[src/shared/fws_map.svh]
// Purpose: Named constants for the failsafe watchdog supervisor
// Assumes: 250 MHz system clock
// Notes: Times keep their printed unit; cycle counts derive from them
`ifndef FWS_MAP_SVH
`define FWS_MAP_SVH

// Clock rate and period
`define FWS_CLK_MHZ 250
`define FWS_CLK_PERIOD_NS 4

// Nominal timeout period, also the power-on reset delay
`define FWS_TIMEOUT_MS 10
`define FWS_TIMEOUT_CYC (`FWS_TIMEOUT_MS * 1000 * `FWS_CLK_MHZ)

// Least low time of a clear pulse, rounded up to whole cycles
`define FWS_CLR_MIN_NS 150
`define FWS_CLR_MIN_CYC \
    ((`FWS_CLR_MIN_NS + `FWS_CLK_PERIOD_NS - 1) / `FWS_CLK_PERIOD_NS)

// Widths
`define FWS_CLR_CNT_W 6
`define FWS_TMR_W 32
`define FWS_SENSE_W 5

// Reset values of the output flops
`define FWS_OUT_LOW 1'b0
`define FWS_OUT_HIGH 1'b1

`endif

[src/shared/fws_pkg.sv]
// Purpose: Types shared by the failsafe watchdog supervisor
// Assumes: Comparator results arrive as digital levels
// Notes: Constants live in fws_map.svh
package fws_pkg;

    // Supervisor states
    typedef enum logic [2:0] {
        FWS_ST_OFF  = 3'b000,
        FWS_ST_POR  = 3'b001,
        FWS_ST_RUN  = 3'b010,
        FWS_ST_WARN = 3'b011,
        FWS_ST_TRIP = 3'b100,
        FWS_ST_DROP = 3'b101
    } fws_state_type;

    // Inputs from the comparators and the supervised processor
    typedef struct packed {
        logic supply_valid_level;
        logic upper_threshold;
        logic warning_threshold;
        logic reset_threshold;
        logic watchdog_clear_n;
    } fws_sense_type;

    // Active-low outputs toward the supervised processor
    typedef struct packed {
        logic system_reset_n;
        logic power_fail_warning_n;
        logic timeout_warning_n;
    } fws_out_type;

endpackage

[src/core/fws_core.sv]
// Purpose: Failsafe watchdog and voltage supervisor
// Assumes: Comparator results and clear pin are asynchronous levels
// Notes: All outputs are active low and come from flops
// How it works
// RULE_01: Supply not valid: monitored voltage ignored, reset and save low.
// RULE_02: Supply lost: timer and voltage monitoring off, save and reset low.
// RULE_03: Valid supply, upper threshold: save high, reset high after timeout.
// RULE_04: Below warning threshold: save low until above upper threshold.
// RULE_05: Below reset threshold: reset low and timer stopped.
// RULE_06: Back above upper threshold after a drop: new power-up sequence.
// RULE_07: Voltage high before supply valid: power-up waits for supply valid.
// RULE_08: Timeout period comes from a divider chain, nominally ten ms.
// RULE_09: Constant clear level: warning output is square wave, twice timeout.
// RULE_10: Timer runs only with supply valid and above reset threshold.
// RULE_11: Falling edge or long low pulse clears timer, warning goes high. Code: clears only after FWS_CLR_MIN_CYC cycles low.
// RULE_12: Each clear before expiry keeps warning high and restarts count.
// RULE_13: No clear within timeout: warning toggles each period, low first.
// RULE_14: No clear in first low half: reset low until clear or power-up.
// RULE_15: Clears ignored until the power-on reset delay is done.
// RULE_16: Reset-threshold drop overrides timer: reset, save low, warning off.
// RULE_17: After a drop, clears ignored until next power-up finished.
// RULE_18: Period counter clears on power-up start, clear and each toggle.
// RULE_19: Clear pin synchronised; each qualifying low pulse gives one event.
`timescale 1ns/1ps
`include "fws_map.svh"
module fws_core
#(
    parameter logic [`FWS_TMR_W-1:0] TIMEOUT_CYCLES =
        `FWS_TMR_W'(`FWS_TIMEOUT_CYC)
)
(
    input wire logic clk_sys_i,
    input wire logic nrst_i,
    input fws_pkg::fws_sense_type sense_i,
    output fws_pkg::fws_out_type out_o
);
    import fws_pkg::*;

    localparam logic [`FWS_CLR_CNT_W-1:0] CLR_LAST =
        `FWS_CLR_CNT_W'(`FWS_CLR_MIN_CYC - 1);

    fws_sense_type sense_s;
    fws_state_type state_q;
    fws_state_type state_d;
    logic [`FWS_CLR_CNT_W-1:0] low_cnt_q;
    logic clr_evt;
    logic accept_clr;
    logic enter_por;
    logic supply_ok;
    logic above_reset;
    logic tmr_run;
    logic tmr_clear;
    logic tmr_done;
    logic reset_n_q;
    logic save_n_q;
    logic to_n_q;

    // True while the state is one of the powered states
    function automatic logic is_active(input fws_state_type st);
        return (st == FWS_ST_POR) || (st == FWS_ST_RUN) ||
               (st == FWS_ST_WARN) || (st == FWS_ST_TRIP);
    endfunction

    // True while reset is released
    function automatic logic is_released(input fws_state_type st);
        return (st == FWS_ST_RUN) || (st == FWS_ST_WARN);
    endfunction

    // Pin and comparator inputs cross into the clock domain
    fws_sync #(
        .WIDTH(`FWS_SENSE_W)
    ) u_sync (
        .clk_sys_i(clk_sys_i),
        .nrst_i(nrst_i),
        .async_i(sense_i),
        .sync_o(sense_s)
    );

    assign supply_ok = sense_s.supply_valid_level;
    assign above_reset = sense_s.reset_threshold;

    // Low-time counter on the clear pin, saturating at the minimum
    always_ff @(posedge clk_sys_i or negedge nrst_i)
    begin
        if (!nrst_i)
        begin
            low_cnt_q <= '0;
        end
        else if (sense_s.watchdog_clear_n)
        begin
            low_cnt_q <= '0; // see RULE_19
        end
        else if (low_cnt_q <= CLR_LAST)
        begin
            low_cnt_q <= low_cnt_q + `FWS_CLR_CNT_W'(1);
        end
    end

    // One event per low pulse that reaches the minimum width
    assign clr_evt = !sense_s.watchdog_clear_n &&
                     (low_cnt_q == CLR_LAST); // see RULE_11 see RULE_19

    // Next state; supply and reset threshold take priority
    always_comb
    begin
        state_d = state_q;
        accept_clr = 1'b0;
        enter_por = 1'b0;
        if (!supply_ok)
        begin
            state_d = FWS_ST_OFF; // see RULE_01 see RULE_02 see RULE_07
        end
        else if (is_active(state_q) && !above_reset)
        begin
            state_d = FWS_ST_DROP; // see RULE_05 see RULE_16
        end
        else
        begin
            unique case (state_q)
                FWS_ST_OFF, FWS_ST_DROP:
                begin
                    // Clears are ignored here
                    if (sense_s.upper_threshold)
                    begin
                        state_d = FWS_ST_POR; // see RULE_03 see RULE_06
                        enter_por = 1'b1;
                    end
                end
                FWS_ST_POR:
                begin
                    // Clears ignored during the power-on delay
                    if (tmr_done)
                    begin
                        state_d = FWS_ST_RUN; // see RULE_15 see RULE_17
                    end
                end
                FWS_ST_RUN:
                begin
                    if (clr_evt)
                    begin
                        accept_clr = 1'b1; // see RULE_12
                    end
                    else if (tmr_done)
                    begin
                        state_d = FWS_ST_WARN; // see RULE_13
                    end
                end
                FWS_ST_WARN:
                begin
                    if (clr_evt)
                    begin
                        accept_clr = 1'b1;
                        state_d = FWS_ST_RUN; // see RULE_11
                    end
                    else if (tmr_done)
                    begin
                        state_d = FWS_ST_TRIP; // see RULE_14
                    end
                end
                FWS_ST_TRIP:
                begin
                    if (clr_evt)
                    begin
                        accept_clr = 1'b1;
                        state_d = FWS_ST_RUN; // see RULE_14
                    end
                end
                default:
                begin
                    state_d = FWS_ST_OFF;
                end
            endcase
        end
    end

    // State register
    always_ff @(posedge clk_sys_i or negedge nrst_i)
    begin
        if (!nrst_i)
        begin
            state_q <= FWS_ST_OFF;
        end
        else
        begin
            state_q <= state_d;
        end
    end

    // Timer runs only while powered and above the reset threshold
    assign tmr_run = is_active(state_q) && supply_ok &&
                     above_reset; // see RULE_10 see RULE_02
    assign tmr_clear = enter_por || accept_clr; // see RULE_18

    // Timeout period from the divider chain
    fws_period #(
        .LENGTH(TIMEOUT_CYCLES)
    ) u_period (
        .clk_sys_i(clk_sys_i),
        .nrst_i(nrst_i),
        .run_i(tmr_run),
        .clear_i(tmr_clear),
        .done_o(tmr_done)
    ); // see RULE_08

    // Reset output follows the released states
    always_ff @(posedge clk_sys_i or negedge nrst_i)
    begin
        if (!nrst_i)
        begin
            reset_n_q <= `FWS_OUT_LOW;
        end
        else
        begin
            reset_n_q <= is_released(state_d); // see RULE_03 see RULE_14
        end
    end

    // Save output with hysteresis between upper and warning thresholds
    always_ff @(posedge clk_sys_i or negedge nrst_i)
    begin
        if (!nrst_i)
        begin
            save_n_q <= `FWS_OUT_LOW;
        end
        else if (!is_active(state_d))
        begin
            save_n_q <= `FWS_OUT_LOW; // see RULE_01 see RULE_16
        end
        else if (sense_s.upper_threshold)
        begin
            save_n_q <= `FWS_OUT_HIGH; // see RULE_03
        end
        else if (!sense_s.warning_threshold)
        begin
            save_n_q <= `FWS_OUT_LOW; // see RULE_04
        end
    end

    // Timeout warning: high until expiry, then toggles each period
    always_ff @(posedge clk_sys_i or negedge nrst_i)
    begin
        if (!nrst_i)
        begin
            to_n_q <= `FWS_OUT_HIGH;
        end
        else if (!is_active(state_d) || state_d == FWS_ST_POR)
        begin
            to_n_q <= `FWS_OUT_HIGH; // see RULE_16
        end
        else if (accept_clr || state_q == FWS_ST_POR)
        begin
            to_n_q <= `FWS_OUT_HIGH; // see RULE_11 see RULE_12
        end
        else if (tmr_done)
        begin
            to_n_q <= !to_n_q; // see RULE_09 see RULE_13
        end
    end

    assign out_o.system_reset_n = reset_n_q;
    assign out_o.power_fail_warning_n = save_n_q;
    assign out_o.timeout_warning_n = to_n_q;
endmodule // fws_core

[src/core/fws_sync.sv]
// Purpose: Two-flop synchroniser for asynchronous levels
// Assumes: Inputs change slowly compared to the clock
// Notes: Only the second flop is visible outside
`timescale 1ns/1ps
module fws_sync
#(
    parameter int WIDTH = 5
)
(
    input wire logic clk_sys_i,
    input wire logic nrst_i,
    input wire logic [WIDTH-1:0] async_i,
    output logic [WIDTH-1:0] sync_o
);
    logic [WIDTH-1:0] meta_q;
    logic [WIDTH-1:0] sync_q;

    // Two stages; first stage feeds only the second
    always_ff @(posedge clk_sys_i or negedge nrst_i)
    begin
        if (!nrst_i)
        begin
            meta_q <= '0;
            sync_q <= '0;
        end
        else
        begin
            meta_q <= async_i;
            sync_q <= meta_q;
        end
    end

    assign sync_o = sync_q;
endmodule // fws_sync

[src/core/fws_period.sv]
// Purpose: Timeout period counter
// Assumes: Length of at least two cycles
// Notes: Restarts from zero on clear, on stop and after each expiry
`timescale 1ns/1ps
`include "fws_map.svh"
module fws_period
#(
    parameter logic [`FWS_TMR_W-1:0] LENGTH = `FWS_TMR_W'(`FWS_TIMEOUT_CYC)
)
(
    input wire logic clk_sys_i,
    input wire logic nrst_i,
    input wire logic run_i,
    input wire logic clear_i,
    output logic done_o
);
    logic [`FWS_TMR_W-1:0] count_q;

    // Expiry pulse on the last cycle of a period
    assign done_o = run_i && !clear_i &&
                    (count_q == LENGTH - `FWS_TMR_W'(1));

    // Tick counter
    always_ff @(posedge clk_sys_i or negedge nrst_i)
    begin
        if (!nrst_i)
        begin
            count_q <= '0;
        end
        else if (clear_i || !run_i || done_o)
        begin
            count_q <= '0;
        end
        else
        begin
            count_q <= count_q + `FWS_TMR_W'(1);
        end
    end
endmodule // fws_period

[config.mk]
export PLATFORM = sky130hd
export DESIGN_NAME = fws_core
export DESIGN_NICKNAME = d
export VERILOG_FILES = /design/src/shared/fws_pkg.sv /design/src/core/fws_core.sv /design/src/core/fws_sync.sv /design/src/core/fws_period.sv
export VERILOG_INCLUDE_DIRS = /design/src /design/src/shared
export SDC_FILE = /design/constraint.sdc
export NUM_CORES = 1
export LEC_CHECK = 0
export ABC_AREA = 1
export BUFFER_PORTS_ARGS = -buffer_cell sky130_fd_sc_hd__buf_2
export CAP_MARGIN = 5
export CORE_MARGIN = 2
export CORE_UTILIZATION = 60
export CTS_CLUSTER_SIZE = 30
export DETAILED_ROUTE_END_ITERATION = 7
export PLACE_DENSITY_LB_ADDON = 0.2
export SLEW_MARGIN = 20
export SYNTH_ARGS = -nofsm -noshare
export SYNTH_HDL_FRONTEND = slang
export SYNTH_SLANG_ARGS = --single-unit
[constraint.sdc]
create_clock -name clk_sys_i -period 5.21 [get_ports clk_sys_i]
set_input_delay 0.2605 -clock clk_sys_i [delete_from_list [all_inputs] [get_ports clk_sys_i]]
set_output_delay 0.2605 -clock clk_sys_i [all_outputs]
set_load 0.02 [all_outputs]
==> results.sh <==
export IMPL_status="completed"
export IMPL_cts_resized=0
export IMPL_syn_to_final_growth_pct=6.918
export IMPL_internal_power_mw=0.5885
export IMPL_relSlewSlack=0.5637
export IMPL_grt_max_degree=55
export IMPL_clockRootBuffer="clkbuf_8"
export IMPL_initial_core_util=0.6132
export IMPL_met3_usage=0.04282
export IMPL_min_delay_path_depth=1
export IMPL_period_minus_slack_ps=2312
export IMPL_insertion_delay_ps=300
export IMPL_vias=2302
export IMPL_drt_iter0_markers=74
export IMPL_synth_async_reset_ratio=1.000
export IMPL_cts_path_max_buffers=2
export IMPL_dpl_worst_slack_ps=2969
export IMPL_hp_class="primary input to flop"
export IMPL_report_power_total_mw=0.7684
export IMPL_grt_pass1_wl_um=9791
export IMPL_wl_per_cell_um=12.98
export IMPL_cts_hold_buf=0
export IMPL_cts_tree="yes"
export IMPL_max_freq_mhz=432.6
export IMPL_worst_pin_slew_ps=654.5
export IMPL_core_area_um2=4661
export IMPL_fp_dieW_um=73.02
export IMPL_grtUsageTotal=0.2373
export IMPL_worstPathArrival_ps=2560
export IMPL_diodes=0
export IMPL_critPathKind="flop to flop"
export IMPL_r2r_cells=10
export IMPL_hold_viol=0
export IMPL_grt_overflow_total=0
export IMPL_die_height_um=73.02
export IMPL_fin_ws_ps=2898
export IMPL_clkPwrFrac=0.359
export IMPL_synth_most_common_cell="nand2_1"
export IMPL_combinationalPowerShare=0.074
export IMPL_cts_setup_buffers=0
export IMPL_final_cell_count_no_fill=429
export IMPL_numCtsBuffers=5
export IMPL_pwr_density_cell_nw_per_um2=251.5
export IMPL_drc=0
export IMPL_crit_path_end_kind="flop"
export IMPL_max_cap_violations=0
export IMPL_rows=25
export IMPL_routed_via_density=5.366
export IMPL_firstDrtPassIters=4
export IMPL_p_sw_frac=0.2341
export IMPL_postSynthCellCount=362
export IMPL_netlist_area_um2=2858
export IMPL_io_pin_count=10
export IMPL_clk_pin_slew_worst_paths_ps=100
export IMPL_synth_ff_type="dfrtp_1"
export IMPL_nets=385
export IMPL_antenna_found_initial=0
export IMPL_synth_seq_area_share=0.4733
export IMPL_skew_ps=8.546
export IMPL_final_max_slew_violation_count=0
export IMPL_met1_usage=0.2908
export IMPL_postSynthAreaPerCell_um2=7.894
export IMPL_synth_top_cells_by_count="56 x nand2_1, 55 x nor2_1, 53 x dfrtp_1"
export IMPL_peakVddDrop_mv=0.1613
export IMPL_dieArea_um2=5331
export IMPL_gp_congestion=0.9367
export IMPL_yosysTopAreaCell="dfrtp_1"
export IMPL_worstPathRequired_ps=5460
export IMPL_rsz0062_at_grt="no"
export IMPL_netSwitchingPower_mw=0.1799
export IMPL_portBuffers=9
export IMPL_clock_sinks=54
export IMPL_synth_seq_cells=54
export IMPL_tns_ps=0
export IMPL_postLayoutCoreUtil=0.6556
export IMPL_drive_above_1_share=0.1440
export IMPL_syn_nets=373
export IMPL_busiest_layer="met2"
export IMPL_fin_crit_sh=0.4437
export IMPL_antenna_left=0
export IMPL_wl_um=5568
export IMPL_synth_top_area_share=0.4641
export IMPL_seqPwrFrac=0.567
export IMPL_met2_usage=0.4114
export IMPL_synthTopCellsByArea="dfrtp_1 46%, nand2_1 7.4%, nor2_1 7.2%, inv_1 5.9%, a21oi_1 4.6%"
export IMPL_r2r_setup_slack_ps=2900
export IMPL_synth_edff_count=0
export IMPL_yosysWarnings=0
export IMPL_p_leak_nw=1.399
export IMPL_setup_viol=0
export IMPL_dpl_hpwl_um=4098
export IMPL_path_max_fanout=19
export IMPL_yosysUniqueCellTypes=32
export IMPL_startpoint_type="flop"
export IMPL_grt_pass1_vias=2283
export IMPL_dp_cells=421
export IMPL_htree_num_levels=2
==> per-layer routing <==
layer | part of all wire | wire length, um
met1 | 0.44 | 2468
met2 | 0.51 | 2866
met3 | 0.027 | 148
met4 | 0.015 | 84
met5 | 0 | 0
==> kinds of logic after synthesis <==
logic type                 after synthesis  share of synthesized area
DFF                                     54                     0.4733
xor gates and xnor gates                 6                    0.01839
adders and majority gates                4                    0.01751
buffers and inverters                   64                    0.08888
and+or+nand+nor                        185                     0.3104
AOI/OAI and AO/OA                       49                    0.09151
==> worst paths after layout <==
kind / startpoint / endpoint
setup / recovery: low_cnt_q[1] / u_period.count_q[12]
hold / removal: sense_i[2] / u_sync.meta_q[2]
setup reg to reg: low_cnt_q[1] / u_period.count_q[12]
hold reg to reg: u_sync.meta_q[0] / u_sync.sync_o[0]
max in group asynchronous: nrst_i / u_period.count_q[21]
min in group asynchronous: nrst_i / low_cnt_q[4]
==> state kept, by name, summed over array words and instances, names as in the netlist <==
signal,cells
reset_n_q,1
u_sync.sync_o,5
to_n_q,1
u_period.count_q,32
u_sync.meta_q,5
state_q,3
low_cnt_q,6
save_n_q,1
==> cells in the final DEF (no fill, tap or decap), drive strengths merged, types with 2 or more instances in the layout <==
master   n
xor2     5
clkinv   2
o21a     3
nand4   11
o21ai   17
ha       4
a21oi   26
nor3    18
nor2    68
nor4     2
nand2   63
dfrtp   53
buf     10
inv     57
nand3   19
clkbuf   6
==> layout make-up <==
class / count / area, um^2
Clock buffer: 6 / 72.57
Inverter: 59 / 221.5
Clock inverter: 2 / 37.54
Timing Repair Buffer: 10 / 52.55
Sequential cell: 54 / 1353
Fill cell: 396 / 1605
Tap cell: 54 / 67.56
Multi-Input combinational cell: 244 / 1251
==> worst max-delay path: stages, from the launching register on <==
cell     delay [ps]
dfrtp_1         360
inv_1            80
ha_1            190
nand3_1          70
nor2_1           70
nand3_1         140
nand4_2         170
nor2_2          540
inv_2           300
nor3_1          200
o21a_1          140
==> stage by stage <==
stage	hold WS [ps]	instance area (um^2)
5_1_grt	34.99	3055
6_report	52.04	3055
2_1_floorplan	-35.09	2858
3_5_place_dp	337.1	2945
4_1_cts	43.45	3055
3_3_place_gp	331.8	2945
==> power groups by stage <==
stage / logic (mW) / registers (mW) / clock network [mW]
after floorplan: 0.0389 / 0.441 / 0
after CTS: 0.0577 / 0.435 / 0.284
after global routing: 0.0670 / 0.437 / 0.301
after global placement: 0.0557 / 0.443 / 0
final: 0.0570 / 0.435 / 0.276
after detailed placement: 0.0569 / 0.443 / 0
Power figures use the tool's default switching activity.
